`config.mk`:
```
export PLATFORM = sky130hd
export DESIGN_NAME = pdr_mode_router
export DESIGN_NICKNAME = d
export VERILOG_FILES = /design/src/pdr_pkg.sv /design/src/pdr_mode_router.sv
export SDC_FILE = /design/constraint.sdc
export NUM_CORES = 1
export LEC_CHECK = 0
export ABC_AREA = 0
export BUFFER_PORTS_ARGS = -buffer_cell sky130_fd_sc_hd__buf_4
export CORE_AREA = 3 3 242 244
export CTS_CLUSTER_DIAMETER = 200
export DETAILED_ROUTE_END_ITERATION = 10
export DIE_AREA = 0 0 245 247
export GPL_TIMING_DRIVEN = 0
export SLEW_MARGIN = 0
export SYNTH_ARGS = -nofsm -noshare
export SYNTH_HDL_FRONTEND = slang
export SYNTH_SLANG_ARGS = --single-unit
export TNS_END_PERCENT = 10
```
`constraint.sdc`:
```
create_clock -name mclk -period 2.65 [get_ports mclk]
set_clock_uncertainty 0.1 [all_clocks]
set_input_delay 0.53 -clock mclk [delete_from_list [all_inputs] [get_ports mclk]]
set_output_delay 0.53 -clock mclk [all_outputs]
set_load 0.05 [all_outputs]
```
`src/pdr_pkg.sv`:
```
`default_nettype none
package pdr_pkg;

    // ------------------------------------------------------------
    // Widths
    // ------------------------------------------------------------
    localparam int WORD_W = 32;
    localparam int CORE_W = 64;
    localparam int PRE_W = 3;
    localparam int MAIN_W = 4;
    localparam int POST_W = 3;

    // ------------------------------------------------------------
    // Register byte offsets
    // ------------------------------------------------------------
    localparam logic [7:0] OFF_CTRL = 8'h00;
    localparam logic [7:0] OFF_FIR = 8'h04;
    localparam logic [7:0] OFF_STATUS = 8'h08;
    localparam logic [7:0] OFF_THERM = 8'h0C;

    // ------------------------------------------------------------
    // Control fields
    // ------------------------------------------------------------
    localparam int CTRL_MODE_LSB = 0;
    localparam int CTRL_RXAUI = 2;
    localparam int CTRL_LANE3 = 3;
    localparam int CTRL_ING_TS = 4;
    localparam int CTRL_EGR_TS = 5;
    localparam int CTRL_LOOP = 6;
    localparam int CTRL_MON = 7;
    localparam int CTRL_UNITY = 8;
    localparam int FIR_PRE_LSB = 0;
    localparam int FIR_MAIN_LSB = 4;
    localparam int FIR_POST_LSB = 8;
    localparam int STAT_WAN = 0;
    localparam int STAT_MON = 1;
    localparam int STAT_SYNC = 2;
    localparam int STAT_HALF = 3;
    localparam int THERM_MAIN_LSB = 8;
    localparam int THERM_POST_LSB = 24;

    // ------------------------------------------------------------
    // Reset values and lane masks
    // ------------------------------------------------------------
    localparam logic [PRE_W-1:0] FIR_PRE_RST = 3'h0;
    localparam logic [MAIN_W-1:0] FIR_MAIN_RST = 4'hF;
    localparam logic [POST_W-1:0] FIR_POST_RST = 3'h0;
    localparam logic [3:0] LANES_XAUI = 4'hF;
    localparam logic [3:0] LANES_RXAUI = 4'h5;
    localparam logic [3:0] LANE_ZERO = 4'h1;
    localparam logic [3:0] LANE_THREE = 4'h8;
    localparam logic [1:0] MODE_BAD = 2'h3;

    typedef enum logic [1:0] {
        MODE_LAN = 2'b00,
        MODE_WAN = 2'b01,
        MODE_1G = 2'b10
    } pdr_mode_t;

    typedef enum logic {
        DMX_LOW = 1'b0,
        DMX_HIGH = 1'b1
    } pdr_demux_t;

    typedef struct packed {
        pdr_mode_t mode;
        logic rxaui;
        logic lane3;
        logic ingTs;
        logic egrTs;
        logic loopback;
        logic monReq;
        logic unity;
        logic [PRE_W-1:0] firPre;
        logic [MAIN_W-1:0] firMain;
        logic [POST_W-1:0] firPost;
        pdr_demux_t dmx;
        logic [WORD_W-1:0] lowWord;
        logic [CORE_W-1:0] coreRxData;
        logic wanRxValid;
        logic pcs10RxValid;
        logic pcs1RxValid;
        logic laneSync;
        logic [CORE_W-1:0] hostTxData;
        logic hostTxValid;
        logic [WORD_W-1:0] lineTxWord;
        logic lineTxValid;
        logic rdy;
        logic [31:0] prdata;
        logic pslverr;
    } pdr_state_t;

endpackage : pdr_pkg
`default_nettype wire

```
`src/pdr_mode_router.sv`:
```
// How it works
// Line sender supplies LAN 66B words, WAN frames or 1G 8B/10B data.
// WAN mode hands recovered core words to the WAN framer.
// LAN mode feeds the 10G PCS; 1G mode feeds the line 1G PCS.
// 1G ingress may pass through timestamp and MAC chain by control bit.
// 10G ingress enables XGXS encoding on four XAUI or two RXAUI lanes.
// RXAUI transmit uses physical lanes 0 and 2 only.
// RXAUI host sends egress on lanes 0 and 2; device listens there.
// 1G ingress uses host 1G PCS, on lane 0 or lane 3.
// Host sends 1G data on the same lane the device transmits on.
// One 1G lane choice steers both host receive and transmit.
// 10G egress: per-lane clocks, XGXS decode, optional timestamp/MAC.
// LAN egress takes 10G PCS words to the line serializer.
// WAN egress takes framer words to the line serializer.
// 1G egress: optional timestamp, line 1G PCS words to serializer.
// Receive words go out with a word-rate strobe.
// Two 32-bit deserializer words widen into one core word.
// Lane sync toggles once per core word, locked to received data.
// Loopback sends received words straight to the transmit side.
// Three FIR coefficients decode independently to thermometer codes.
// Signal monitoring is active only in 10G modes.
// Unity-gain monitoring disables adaptation and zeroes DFE taps.
// WAN enable is one setting for receive and transmit together.
// Mode, host width and 1G lane settings steer every multiplexer.
`default_nettype none
module pdr_mode_router #(
    parameter int WORD_W = pdr_pkg::WORD_W,
    parameter int CORE_W = pdr_pkg::CORE_W
) (
    input wire logic mclk,
    input wire logic reset_n,
    input wire logic ce,
    input wire logic psel,
    input wire logic penable,
    input wire logic pwrite,
    input wire logic [7:0] paddr,
    input wire logic [31:0] pwdata,
    output logic [31:0] prdata,
    output logic pready,
    output logic pslverr,
    input wire logic [WORD_W-1:0] lineRxWord,
    input wire logic lineRxValid,
    output logic [CORE_W-1:0] coreRxData,
    output logic wanRxValid,
    output logic pcs10RxValid,
    output logic pcs1RxValid,
    output logic rxWordStrobe,
    output logic laneSync,
    input wire logic [CORE_W-1:0] ing10gData,
    input wire logic ing10gValid,
    input wire logic [CORE_W-1:0] ing1gData,
    input wire logic ing1gValid,
    input wire logic [CORE_W-1:0] ingTsData,
    input wire logic ingTsValid,
    output logic ingTsEnable,
    output logic [CORE_W-1:0] hostTxData,
    output logic hostTxValid,
    output logic xgxsEnable,
    output logic hostPcs1gEnable,
    output logic [3:0] hostTxLaneEn,
    output logic [3:0] hostRxLaneEn,
    output logic egrTsEnable,
    input wire logic [WORD_W-1:0] wanTxWord,
    input wire logic wanTxValid,
    input wire logic [WORD_W-1:0] pcs10TxWord,
    input wire logic pcs10TxValid,
    input wire logic [WORD_W-1:0] pcs1TxWord,
    input wire logic pcs1TxValid,
    output logic [WORD_W-1:0] lineTxWord,
    output logic lineTxValid,
    output logic wanRxEnable,
    output logic wanTxEnable,
    output logic [6:0] preTherm,
    output logic [14:0] mainTherm,
    output logic [6:0] postTherm,
    output logic monActive,
    output logic adaptEnable,
    output logic dfeZero
);

    // ------------------------------------------------------------
    // Elaboration checks
    // ------------------------------------------------------------
    if (CORE_W != 2 * WORD_W || WORD_W != pdr_pkg::WORD_W) begin : g_bad_w
        $error("pdr_mode_router: core word must be two 32-bit words");
    end

    pdr_pkg::pdr_state_t s_r;
    pdr_pkg::pdr_state_t s_nxt;
    logic [31:0] ctrlView;
    logic [31:0] firView;
    logic [31:0] statView;
    logic [31:0] thermView;
    logic is10g;

    assign is10g = (s_r.mode != pdr_pkg::MODE_1G);

    // ------------------------------------------------------------
    // Thermometer decode, one loop over the widest field
    // ------------------------------------------------------------
    for (genvar i = 0; i < 15; i++) begin : g_therm
        assign mainTherm[i] = (5'(s_r.firMain) > 5'(i));
        if (i < 7) begin : g_short
            assign preTherm[i] = (4'(s_r.firPre) > 4'(i));
            assign postTherm[i] = (4'(s_r.firPost) > 4'(i));
        end
    end

    // ------------------------------------------------------------
    // Register views
    // ------------------------------------------------------------
    always_comb begin
        ctrlView = '0;
        ctrlView[pdr_pkg::CTRL_MODE_LSB +: 2] = s_r.mode;
        ctrlView[pdr_pkg::CTRL_RXAUI] = s_r.rxaui;
        ctrlView[pdr_pkg::CTRL_LANE3] = s_r.lane3;
        ctrlView[pdr_pkg::CTRL_ING_TS] = s_r.ingTs;
        ctrlView[pdr_pkg::CTRL_EGR_TS] = s_r.egrTs;
        ctrlView[pdr_pkg::CTRL_LOOP] = s_r.loopback;
        ctrlView[pdr_pkg::CTRL_MON] = s_r.monReq;
        ctrlView[pdr_pkg::CTRL_UNITY] = s_r.unity;
        firView = '0;
        firView[pdr_pkg::FIR_PRE_LSB +: pdr_pkg::PRE_W] = s_r.firPre;
        firView[pdr_pkg::FIR_MAIN_LSB +: pdr_pkg::MAIN_W] = s_r.firMain;
        firView[pdr_pkg::FIR_POST_LSB +: pdr_pkg::POST_W] = s_r.firPost;
        statView = '0;
        statView[pdr_pkg::STAT_WAN] = wanRxEnable;
        statView[pdr_pkg::STAT_MON] = monActive;
        statView[pdr_pkg::STAT_SYNC] = s_r.laneSync;
        statView[pdr_pkg::STAT_HALF] = (s_r.dmx == pdr_pkg::DMX_HIGH);
        thermView = '0;
        thermView[6:0] = preTherm;
        thermView[pdr_pkg::THERM_MAIN_LSB +: 15] = mainTherm;
        thermView[pdr_pkg::THERM_POST_LSB +: 7] = postTherm;
    end

    // ------------------------------------------------------------
    // Next state
    // ------------------------------------------------------------
    always_comb begin
        s_nxt = s_r;
        if (ce) begin
            // Read data is captured once, then held to the access edge
            if (psel && !s_r.rdy) begin
                s_nxt.rdy = 1'b1;
                s_nxt.pslverr = 1'b0;
                s_nxt.prdata = '0;
                if (paddr == pdr_pkg::OFF_CTRL) begin
                    s_nxt.prdata = pwrite ? '0 : ctrlView;
                end else if (paddr == pdr_pkg::OFF_FIR) begin
                    s_nxt.prdata = pwrite ? '0 : firView;
                end else if (paddr == pdr_pkg::OFF_STATUS) begin
                    s_nxt.prdata = pwrite ? '0 : statView;
                end else if (paddr == pdr_pkg::OFF_THERM) begin
                    s_nxt.prdata = pwrite ? '0 : thermView;
                end else begin
                    s_nxt.pslverr = 1'b1;
                end
            end
            if (psel && penable && s_r.rdy) begin
                s_nxt.rdy = 1'b0;
                if (pwrite && paddr == pdr_pkg::OFF_CTRL) begin
                    // Reserved mode code leaves the mode unchanged
                    if (pwdata[pdr_pkg::CTRL_MODE_LSB +: 2]
                            != pdr_pkg::MODE_BAD) begin
                        s_nxt.mode = pdr_pkg::pdr_mode_t'(
                            pwdata[pdr_pkg::CTRL_MODE_LSB +: 2]);
                    end
                    s_nxt.rxaui = pwdata[pdr_pkg::CTRL_RXAUI];
                    s_nxt.lane3 = pwdata[pdr_pkg::CTRL_LANE3];
                    s_nxt.ingTs = pwdata[pdr_pkg::CTRL_ING_TS];
                    s_nxt.egrTs = pwdata[pdr_pkg::CTRL_EGR_TS];
                    s_nxt.loopback = pwdata[pdr_pkg::CTRL_LOOP];
                    s_nxt.monReq = pwdata[pdr_pkg::CTRL_MON];
                    s_nxt.unity = pwdata[pdr_pkg::CTRL_UNITY];
                end else if (pwrite && paddr == pdr_pkg::OFF_FIR) begin
                    s_nxt.firPre =
                        pwdata[pdr_pkg::FIR_PRE_LSB +: pdr_pkg::PRE_W];
                    s_nxt.firMain =
                        pwdata[pdr_pkg::FIR_MAIN_LSB +: pdr_pkg::MAIN_W];
                    s_nxt.firPost =
                        pwdata[pdr_pkg::FIR_POST_LSB +: pdr_pkg::POST_W];
                end
            end
            // Receive demux: low word first, then high word
            s_nxt.wanRxValid = 1'b0;
            s_nxt.pcs10RxValid = 1'b0;
            s_nxt.pcs1RxValid = 1'b0;
            if (lineRxValid) begin
                case (s_r.dmx)
                    pdr_pkg::DMX_LOW: begin
                        s_nxt.lowWord = lineRxWord;
                        s_nxt.dmx = pdr_pkg::DMX_HIGH;
                    end
                    default: begin
                        s_nxt.coreRxData = {lineRxWord, s_r.lowWord};
                        s_nxt.dmx = pdr_pkg::DMX_LOW;
                        s_nxt.laneSync = ~s_r.laneSync;
                        case (s_r.mode)
                            pdr_pkg::MODE_WAN: s_nxt.wanRxValid = 1'b1;
                            pdr_pkg::MODE_1G: s_nxt.pcs1RxValid = 1'b1;
                            default: s_nxt.pcs10RxValid = 1'b1;
                        endcase
                    end
                endcase
            end
            // A half word from the old mode must not leak into the new one
            if (s_nxt.mode != s_r.mode) begin
                s_nxt.dmx = pdr_pkg::DMX_LOW;
            end
            // Ingress toward the host
            s_nxt.hostTxValid = 1'b0;
            if (s_r.mode == pdr_pkg::MODE_1G) begin
                if (s_r.ingTs) begin
                    s_nxt.hostTxValid = ingTsValid;
                    if (ingTsValid) begin
                        s_nxt.hostTxData = ingTsData;
                    end
                end else begin
                    s_nxt.hostTxValid = ing1gValid;
                    if (ing1gValid) begin
                        s_nxt.hostTxData = ing1gData;
                    end
                end
            end else begin
                s_nxt.hostTxValid = ing10gValid;
                if (ing10gValid) begin
                    s_nxt.hostTxData = ing10gData;
                end
            end
            // Egress toward the line serializer
            s_nxt.lineTxValid = 1'b0;
            if (s_r.loopback) begin
                s_nxt.lineTxValid = lineRxValid;
                if (lineRxValid) begin
                    s_nxt.lineTxWord = lineRxWord;
                end
            end else begin
                case (s_r.mode)
                    pdr_pkg::MODE_WAN: begin
                        s_nxt.lineTxValid = wanTxValid;
                        if (wanTxValid) begin
                            s_nxt.lineTxWord = wanTxWord;
                        end
                    end
                    pdr_pkg::MODE_1G: begin
                        s_nxt.lineTxValid = pcs1TxValid;
                        if (pcs1TxValid) begin
                            s_nxt.lineTxWord = pcs1TxWord;
                        end
                    end
                    default: begin
                        s_nxt.lineTxValid = pcs10TxValid;
                        if (pcs10TxValid) begin
                            s_nxt.lineTxWord = pcs10TxWord;
                        end
                    end
                endcase
            end
        end
    end

    always_ff @(posedge mclk or negedge reset_n) begin
        if (!reset_n) begin
            s_r <= '0;
            s_r.mode <= pdr_pkg::MODE_LAN;
            s_r.dmx <= pdr_pkg::DMX_LOW;
            s_r.firPre <= pdr_pkg::FIR_PRE_RST;
            s_r.firMain <= pdr_pkg::FIR_MAIN_RST;
            s_r.firPost <= pdr_pkg::FIR_POST_RST;
        end else begin
            s_r <= s_nxt;
        end
    end

    // ------------------------------------------------------------
    // Outputs
    // ------------------------------------------------------------
    assign prdata = s_r.prdata;
    assign pslverr = s_r.pslverr;
    assign pready = ce & psel & penable & s_r.rdy;
    assign coreRxData = s_r.coreRxData;
    assign wanRxValid = s_r.wanRxValid;
    assign pcs10RxValid = s_r.pcs10RxValid;
    assign pcs1RxValid = s_r.pcs1RxValid;
    assign rxWordStrobe = s_r.wanRxValid | s_r.pcs10RxValid
        | s_r.pcs1RxValid;
    assign laneSync = s_r.laneSync;
    assign hostTxData = s_r.hostTxData;
    assign hostTxValid = s_r.hostTxValid;
    assign lineTxWord = s_r.lineTxWord;
    assign lineTxValid = s_r.lineTxValid;
    assign ingTsEnable = (s_r.mode == pdr_pkg::MODE_1G) & s_r.ingTs;
    assign egrTsEnable = s_r.egrTs;
    assign xgxsEnable = is10g;
    assign hostPcs1gEnable = ~is10g;
    assign wanRxEnable = (s_r.mode == pdr_pkg::MODE_WAN);
    assign wanTxEnable = wanRxEnable;

    // Both directions share one lane mask source
    always_comb begin
        if (!is10g) begin
            hostTxLaneEn = s_r.lane3 ? pdr_pkg::LANE_THREE
                : pdr_pkg::LANE_ZERO;
        end else if (s_r.rxaui) begin
            hostTxLaneEn = pdr_pkg::LANES_RXAUI;
        end else begin
            hostTxLaneEn = pdr_pkg::LANES_XAUI;
        end
        hostRxLaneEn = hostTxLaneEn;
    end

    // Monitor request is ignored in 1G
    assign monActive = s_r.monReq & is10g;
    assign adaptEnable = ~(monActive & s_r.unity);
    assign dfeZero = monActive & s_r.unity;
endmodule : pdr_mode_router
`default_nettype wire

```
==> flow_metrics.py, run 1 <==
metrics = {
    "run_status": {
        "status": "completed",
    },
    "critical_path": {
        "crit_required_ns": 2.02,
        "worst-path-max-fanout": 5,
        "regToRegSetupSlack_ns": 0.12,
        "cp-end-kind": "primary output",
        "crit_chain": "ha_4 -> clkbuf_16 -> clkbuf_16 -> nand2_4 -> o21ai_4 -> buf_4 -> buf_6",
        "r2r-end": "lineTxWord[25]",
        "cp.arrival_ns": 1.96,
        "reg2reg_depth": 10,
        "crit_type": "reg2out",
        "startpoint_type": "register",
        "critPathMaxStageDelay_ns": 0.43,
        "slowest_stage": "dfrtp_1",
        "r2r_start": "ctrlView[1]",
        "crit_top_cell": "clkbuf_16",
    },
    "routing": {
        "drt-initial-drc-count": 604,
        "detail-route-antenna-nets": 0,
        "dr.pass1.iters": 4,
        "wirelength_um": 55100,
        "drc": 0,
        "wl_per_cell_um": 20.0,
        "vias": 12236,
        "viasPerCell": 4.43,
    },
    "timing": {
        "slew_headroom_pct": 34.3,
        "hold_viol": 0,
        "whs_ns": 0.104,
        "tightestPinTransition_ns": 0.985,
        "tns_ns": 0,
        "period_share_pct": 97.7,
        "rsz0062_at_grt": "true",
        "period_needed_ns": 2.59,
        "slew_viol_final": 0,
        "setup_viol": 0,
        "fmax_mhz": 386,
    },
    "global_routing": {
        "grt_pass1_vias": 12763,
        "grt_use_total_pct": 17.2,
        "grt_max_degree": 118,
        "overflow": 0,
        "grt_pass1_wl_um": 79200,
        "antenna_found_initial": 1,
    },
    "synth": {
        "yosysTopAreaCellShare_pct": 46.3,
        "synth-seq-cells": 250,
        "yosys.area.top_type": "dfrtp_1",
        "synth_edf_count": 0,
        "synth_cells": 1343,
        "synth-main-ff-cell": "dfrtp_1",
        "syn_area_um2": 13300,
        "synth_common_cells": "dfrtp_1, buf_4, nor2_1",
        "yosysUniqueCellTypes": 51,
        "ys_seq_area_share_pct": 47.1,
        "avgSynthCellArea_um2": 9.90,
        "synthMostInstantiatedCell": "dfrtp_1",
        "ys_top_cells_by_area": "dfrtp_1, buf_4, mux2_2, a21oi_1, mux2i_1",
        "ys_warn_count": 0,
        "synthArstFlopShare_pct": 100,
    },
    "min_path": {
        "hold_start": "pwdata[3]",
        "worstHoldPathType": "in2reg",
        "hold_depth": 2,
        "holdPathEnd": "ctrlView[3]",
    },
    "clock_tree": {
        "clock_path_buffers": 3,
        "cts_tree": "done",
        "cts_sinks": 250,
        "cts_root_buf": "clkbuf_16",
        "clkLatencyLatePin_ns": 0.57,
        "clkSlewWorstSetupHoldPaths_ns": 0.06,
        "htreeDepth": 1,
        "cts_made_buffers": 31,
    },
    "layout": {
        "nNetsFinal": 2356,
        "drive_above_1_share_pct": 51.3,
        "instances_no_fill": 2761,
        "synthToLayoutAreaGrowth_pct": 51.4,
        "final_area_um2": 20100,
        "antennaDiodeCount": 0,
    },
    "placed_design": {
        "dp_hpwl_um": 44100,
        "gp_congestion": 0.948,
        "placed_cell_area_um2": 18800,
        "dpl.cell_count": 2696,
        "numPortBuffers": 594,
    },
    "die": {
        "die_h_um": 247,
        "die_area_um2": 60500,
        "num_rows": 87,
        "chipWidth_um": 245,
        "coreArea_um2": 56500,
        "io-pin-count": 620,
        "initial_core_util_pct": 23.5,
    },
    "power_and_ir_drop": {
        "static-leakage-power_nw": 9.74,
        "power_density_nw_per_um2": 775,
        "max-vdd-ir-drop_uv": 468,
    },
    "flow_run": {
        "maxCapViolations": 0,
    },
}
==> where the power goes <==
| part | internal [mW] | switching [mW] |
|---|---|---|
| Sequential | 4.61 | 0.432 |
| Combinational | 2.47 | 3.57 |
| Clock | 2.77 | 1.75 |
| Total | 9.86 | 5.75 |
==> worst max-delay path by stage <==
stage / from / end / slack [ns] / cells past startpoint
3_5_place_dp: ctrlView[0] / hostRxLaneEn[2] / -1.05 / 7
2_1_floorplan: ctrlView[0] / hostTxLaneEn[3] / -0.19 / 7
3_3_place_gp: reset_n / prdata[27] / -1.22 / 1
4_1_cts: ctrlView[0] / hostRxLaneEn[2] / -0.1 / 7
6_report: ctrlView[1] / hostTxLaneEn[3] / 0.06 / 7
5_1_grt: ctrlView[1] / hostTxLaneEn[3] / -0.02 / 7
==> routing by layer <==
| metal | wire length, µm | global-route usage [%] |
|---|---|---|
| met4 | 1360 | 4.29 |
| met2 | 27300 | 29.6 |
| met3 | 3170 | 3.16 |
| met5 | 13 | 0 |
| met1 | 23300 | 22.3 |
==> kinds of logic (layout without fill, tap and decap cells) <==
logic type                 count (synthesis)  count (layout)  share of synthesized area [%]
AOI/OAI and AO/OA                        298             298                           13.3
other                                      1               2                         0.0282
adders and majority gates                  2               2                          0.188
xor gates and xnor gates                   1               1                         0.0659
buffers and inverters                    306             967                           14.6
DFF                                      250             250                           47.1
muxes                                    184             184                           14.9
and+or+nand+nor                          301             301                           9.80
==> registers in the layout, summed over array words and instances (netlist names) <==
| register | flops |
|---|---|
| firView | 10 |
| coreRxData | 64 |
| s_r | 34 |
| laneSync | 1 |
| prdata | 30 |
| lineTxValid | 1 |
| hostTxValid | 1 |
| lineTxWord | 32 |
| egrTsEnable | 1 |
| pcs1RxValid | 1 |
| wanRxValid | 1 |
| ctrlView | 8 |
| pslverr | 1 |
| hostTxData | 64 |
| pcs10RxValid | 1 |
==> worst max-delay path, delay by kind of cell, from the launching register on <==
| kind | cells | cell delay (ns) |
|---|---|---|
| AO/OA/AOI/OAI | 1 | 0.06 |
| adder cells (fa/ha/maj) | 1 | 0.22 |
| AND/OR/NAND/NOR | 1 | 0.08 |
| buffers and inverters | 4 | 0.59 |
| flip-flops | 1 | 0.43 |
==> final cells by class <==
type                            instances  area [µm²]
Multi-Input combinational cell        788        5150
Clock buffer                           42         867
Buffer                                290        1990
Tap cell                              756         946
Fill cell                            5821       36400
Clock inverter                         15         214
Inverter                               13        52.6
Sequential cell                       250        6260
Timing Repair Buffer                  607        4650
==> placed cells by master, fill, tap and decap left out, drive strengths merged, types with 20 or more instances in the layout <==
cell type / instances
buf: 824
dfrtp: 246
nor2: 145
a21oi: 139
mux2: 116
clkbuf: 114
nand2: 84
o21ai: 79
mux2i: 68
nor3: 34
a221oi: 33
a22o: 20
==> repair_timing <==
action / 4_1_cts / 5_1_grt
pin swaps: 1 / 1
endpoints found under the setup margin: 90 / 47
resized for setup: 49 / 13
hold endpoints to repair: 47 / 0
hold buffers: 1 / 0
buffers inserted: 9 / 1
==> metrics by stage <==
step,total power [mW],util (%),setup WS [ns]
after CTS,15.8,35.6,-0.0964
after floorplan,9.09,-,-0.194
after detailed placement,11.2,33.3,-1.05
after global placement,11.1,33.1,-1.22
final,15.6,35.6,0.0620
after global routing,16.3,35.6,-0.0177
(Power assumes the default switching activity.)
==> inputs of run 2 (changes only) <==
Settings changed: PLACE_DENSITY_LB_ADDON from default to 0.15.
==> flow_metrics.py, run 2 (synthesis results as in run 1) <==
metrics = {
    "flow_run": {
        "maxCapViolations": 0,
    },
    "routing": {
        "drc": 0,
        "wirelength_um": 55500,
        "dr.pass1.iters": 5,
        "vias": 12008,
        "viasPerCell": 4.34,
        "detail-route-antenna-nets": 0,
        "wl_per_cell_um": 20.1,
        "drt-initial-drc-count": 521,
    },
    "power_and_ir_drop": {
        "static-leakage-power_nw": 9.79,
        "finalPower_mw": 16.0,
        "power_density_nw_per_um2": 791,
        "max-vdd-ir-drop_uv": 437,
    },
    "critical_path": {
        "cp.arrival_ns": 1.95,
        "startpoint_type": "register",
        "worst-path-max-fanout": 8,
        "crit_type": "reg2out",
        "r2r_start": "s_r[232]",
        "crit_required_ns": 2.02,
        "reg2reg_depth": 4,
        "cp-end-kind": "primary output",
        "regToRegSetupSlack_ns": 0.08,
        "r2r-end": "coreRxData[60]",
    },
    "min_path": {
        "hold_start": "pwdata[10]",
        "worstHoldPathType": "in2reg",
        "holdPathEnd": "firView[10]",
        "hold_depth": 2,
    },
    "timing": {
        "period_needed_ns": 2.58,
        "rsz0062_at_grt": "true",
        "setup_viol": 0,
        "tightestPinTransition_ns": 0.946,
        "slew_viol_final": 0,
        "whs_ns": 0.154,
        "fmax_mhz": 388,
        "period_share_pct": 97.3,
        "slew_headroom_pct": 36.9,
        "hold_viol": 0,
    },
    "clock_tree": {
        "cts_tree": "done",
        "clock_path_buffers": 3,
        "clkSlewWorstSetupHoldPaths_ns": 0.06,
        "cts_root_buf": "clkbuf_16",
        "cts_sinks": 250,
        "clkLatencyLatePin_ns": 0.51,
        "cts_made_buffers": 34,
        "htreeDepth": 2,
    },
    "global_routing": {
        "grt_pass1_vias": 12798,
        "grt_use_total_pct": 17.7,
        "overflow": 0,
        "grt_max_degree": 111,
        "antenna_found_initial": 1,
        "grt_pass1_wl_um": 80500,
    },
    "die": {
        "coreArea_um2": 56500,
        "num_rows": 87,
        "io-pin-count": 620,
        "die_h_um": 247,
        "die_area_um2": 60500,
        "chipWidth_um": 245,
        "initial_core_util_pct": 23.5,
    },
    "placed_design": {
        "dp_hpwl_um": 44300,
        "numPortBuffers": 594,
        "gp_congestion": 0.875,
    },
    "layout": {
        "nNetsFinal": 2360,
        "final_common_cell": "buf_4",
        "drive_above_1_share_pct": 51.0,
        "final_util_pct": 35.8,
        "layout_common_cells": "buf_4, dfrtp_1, nor2_1",
        "synthToLayoutAreaGrowth_pct": 52.3,
    },
    "run_status": {
        "status": "completed",
    },
}
## run 2: power breakdown
group | internal, mW | total (mW) | switching, mW
Clock | 3.21 | 4.96 | 1.76
Sequential | 4.62 | 5.03 | 0.418
Combinational | 2.47 | 6.02 | 3.55
Total | 10.3 | 16.0 | 5.72
## run 2: routing by layer
metal	part of all wire [%]	wire length, µm	global-route usage (%)	vias up
li1	-	-	-	5746
met1	41	22900	21.5	5835
met2	50	27800	30.9	352
met3	5.8	3230	4.08	75
met4	2.8	1580	6.06	0
met5	0	0	0	-
## run 2: worst max-delay path by stage
stage,from,end,cells past startpoint
after floorplan,ctrlView[0],hostTxLaneEn[3],7
after global placement,reset_n,hostTxData[28],1
after detailed placement,ctrlView[0],hostRxLaneEn[2],7
after CTS,ctrlView[1],hostRxLaneEn[2],6
after global routing,ctrlView[1],hostTxData[59],8
final,ctrlView[0],hostRxLaneEn[2],7
## run 2: layout make-up
type | instances | area, µm²
fill | 5845 | 36200
sequential | 250 | 6260
multi-input combinational | 788 | 5140
timing repair buffer | 607 | 4630
buffer | 291 | 2000
clock buffer | 51 | 1050
tap | 756 | 946
clock inverter | 7 | 160
inverter | 13 | 52.6
antenna | 1 | 2.50
## run 2: what timing repair did
| action | 4_1_cts | 5_1_grt |
|---|---|---|
| endpoints found under the hold margin | 33 | 0 |
| hold buffers | 1 | 0 |
| setup buffers | 10 | 0 |
| pin swaps | 3 | 0 |
| gates resized for setup | 39 | 14 |
| endpoints found under the setup margin | 117 | 42 |
## run 2: through the flow
step | setup slack (ns) | setup TNS [ns] | instances | instance area [µm²]
3_5_place_dp | -1.09 | -36.40 | 2696 | 18800
4_1_cts | -0.0181 | -0.0181 | 2763 | 20200
6_report | 0.0711 | 0 | 2764 | 20200
5_1_grt | -0.118 | -0.846 | 2763 | 20200
2_1_floorplan | -0.194 | -0.671 | 1344 | 13300
3_3_place_gp | -1.36 | -357.46 | 2694 | 18700
## run 2: critical path: stages (launching register included)
cell	delay [ns]
dfrtp_1	0.39
inv_2	0.08
ha_4	0.18
clkinvlp_4	0.16
clkbuf_16	0.18
clkbuf_16	0.16
buf_4	0.14
buf_6	0.14
==> inputs of run 3 (changes only) <==
Settings changed: CORE_AREA 3 3 242 244 to 3 3 239 241, CTS_BUF_LIST from default to sky130_fd_sc_hd__clkbuf_8, DIE_AREA 0 0 245 247 to 0 0 242 244.
==> flow_metrics.py, run 3 (synthesis results as in run 1) <==
metrics = {
    "run_status": {
        "status": "finished, violations left",
        "violations": "negative setup slack",
    },
    "routing": {
        "wl_per_cell_um": 19.9,
        "wirelength_um": 55500,
        "drt-initial-drc-count": 519,
        "dr.pass1.iters": 5,
        "viasPerCell": 4.36,
        "drc": 0,
        "vias": 12123,
        "detail-route-antenna-nets": 0,
    },
    "power_and_ir_drop": {
        "static-leakage-power_nw": 9.78,
        "seq_power_share_pct": 33.9,
        "p_clk_share_pct": 25.3,
        "p_sw_share_pct": 38.5,
        "power_density_nw_per_um2": 737,
        "p_int_mw": 9.12,
        "switchingPower_mw": 5.70,
        "max-vdd-ir-drop_uv": 364,
        "power.share.combinational_pct": 40.8,
    },
    "timing": {
        "period_needed_ns": 2.67,
        "setup_viol": 1,
        "fmax_mhz": 375,
        "rsz0062_at_grt": "true",
        "hold_viol": 0,
        "period_share_pct": 101,
        "whs_ns": 0.0756,
        "fin_ws_ns": -0.0184,
        "tns_ns": -0.0184,
        "slew_viol_final": 0,
        "tightestPinTransition_ns": 0.901,
        "slew_headroom_pct": 39.9,
    },
    "clock_tree": {
        "clkLatencyLatePin_ns": 0.60,
        "clock_path_buffers": 3,
        "cts_root_buf": "clkbuf_8",
        "cts_made_buffers": 49,
        "htreeDepth": 2,
        "cts_tree": "done",
        "cts_sinks": 250,
        "clkSlewWorstSetupHoldPaths_ns": 0.06,
    },
    "placed_design": {
        "dp_hpwl_um": 43800,
        "dpl.cell_count": 2688,
        "placed_cell_area_um2": 18800,
        "numPortBuffers": 594,
        "gp_congestion": 0.891,
    },
    "critical_path": {
        "crit_type": "reg2out",
        "r2r-end": "lineTxWord[7]",
        "reg2reg_depth": 8,
        "crit_required_ns": 2.02,
        "cp-startpoint": "ctrlView[0]",
        "critPathCapture": "hostTxLaneEn[2]",
        "worst-path-max-fanout": 5,
        "startpoint_type": "register",
        "cp.arrival_ns": 2.04,
        "cp-end-kind": "primary output",
        "regToRegSetupSlack_ns": 0.09,
        "r2r_start": "ctrlView[0]",
    },
    "die": {
        "die_h_um": 244,
        "io-pin-count": 620,
        "num_rows": 86,
        "chipWidth_um": 242,
        "coreArea_um2": 55100,
        "initial_core_util_pct": 24.1,
        "die_area_um2": 59000,
    },
    "layout": {
        "fillerInstances": 5828,
        "multiInputGateArea_um2": 5160,
        "final_util_pct": 36.5,
        "seqCellArea_um2": 6260,
        "drive_above_1_share_pct": 51.1,
        "nNetsFinal": 2383,
        "instances_no_fill": 2783,
        "synthToLayoutAreaGrowth_pct": 51.2,
        "layout_common_cells": "buf_4, dfrtp_1, nor2_1",
        "final_common_cell": "buf_4",
        "final_area_um2": 20100,
    },
    "global_routing": {
        "grt_use_total_pct": 18.2,
        "grt_pass1_vias": 13008,
        "grt_pass1_wl_um": 81300,
        "antenna_found_initial": 1,
        "grt_max_degree": 106,
        "overflow": 0,
    },
    "flow_run": {
        "maxCapViolations": 0,
    },
    "min_path": {
        "worstHoldPathType": "in2reg",
    },
}
==> run 3: cell count changes in the layout (fill, tap and decap cells not counted), moves of 4 or more <==
cell / previous run / this run
bufinv_16: 5 / 1
clkbuf_16: 41 / 4
dlygate4sd3_1: 1 / 7
clkbuf_8: 9 / 59
buf_6: 7 / 11
inv_1: 10 / 26
clkbuf_1: 60 / 51
clkbuf_2: 11 / 5
buf_8: 2 / 6
==> run 3: cell type report <==
type                            instances  area share, %
Clock buffer                           57           3.90
Tap cell                              748           4.66
Multi-Input combinational cell        788           25.7
Clock inverter                         20          0.573
Sequential cell                       250           31.2
Inverter                               13          0.262
Buffer                                291           10.1
Timing Repair Buffer                  615           23.6
Antenna cell                            1         0.0125
==> run 3: worst max-delay path, cell delays in order (launching register included) <==
cell        delay, ns
dfrtp_1          0.39
inv_2            0.08
ha_4             0.19
clkinvlp_4       0.16
clkbuf_16        0.17
clkbuf_16        0.16
buf_4            0.13
buf_6            0.14
==> run 3: worst min-delay path by stage <==
stage	endpoint	start	cells past startpoint
floorplan	coreRxData[0]	reset_n	0
global placement	prdata[19]	prdata[19]	2
detailed placement	coreRxData[7]	reset_n	1
CTS	coreRxData[46]	lineRxWord[14]	2
global route	s_r[216]	lineRxWord[16]	2
finish	ctrlView[3]	pwdata[3]	2
==> run 3: through the flow <==
stage | power [mW] | worst slack, ns
final | 14.8 | -0.0184
after global routing | 15.6 | -0.168
after CTS | 15.1 | -0.132
after detailed placement | 11.2 | -0.967
after global placement | 11.1 | -1.38
after floorplan | 9.09 | -0.194
==> run 3: timing repair <==
item,in CTS,in global routing
gates resized for setup,60,32
buffers inserted,11,1
endpoints found under the hold margin,53,0
hold buffers,7,0
pin swaps,2,1
setup endpoints to repair,118,54
==> run 3: routing by layer <==
layer | global-route usage (%) | share of wire [%] | routed length [µm] | vias to the layer above
met5 | 0 | 0 | 0 | -
met4 | 6.47 | 3.0 | 1690 | 0
met3 | 4.73 | 6.2 | 3460 | 85
met2 | 31.6 | 50 | 27700 | 389
met1 | 21.7 | 41 | 22700 | 5868
li1 | - | - | - | 5781
==> run 3: power by group through the flow <==
stage / Combinational, mW / Clock [mW] / Sequential [mW]
after floorplan: 4.07 / 0 / 5.02
after CTS: 6.13 / 3.96 / 5.03
final: 6.04 / 3.76 / 5.02
after global routing: 6.37 / 4.10 / 5.13
after global placement: 6.05 / 0 / 5.06
after detailed placement: 6.10 / 0 / 5.08
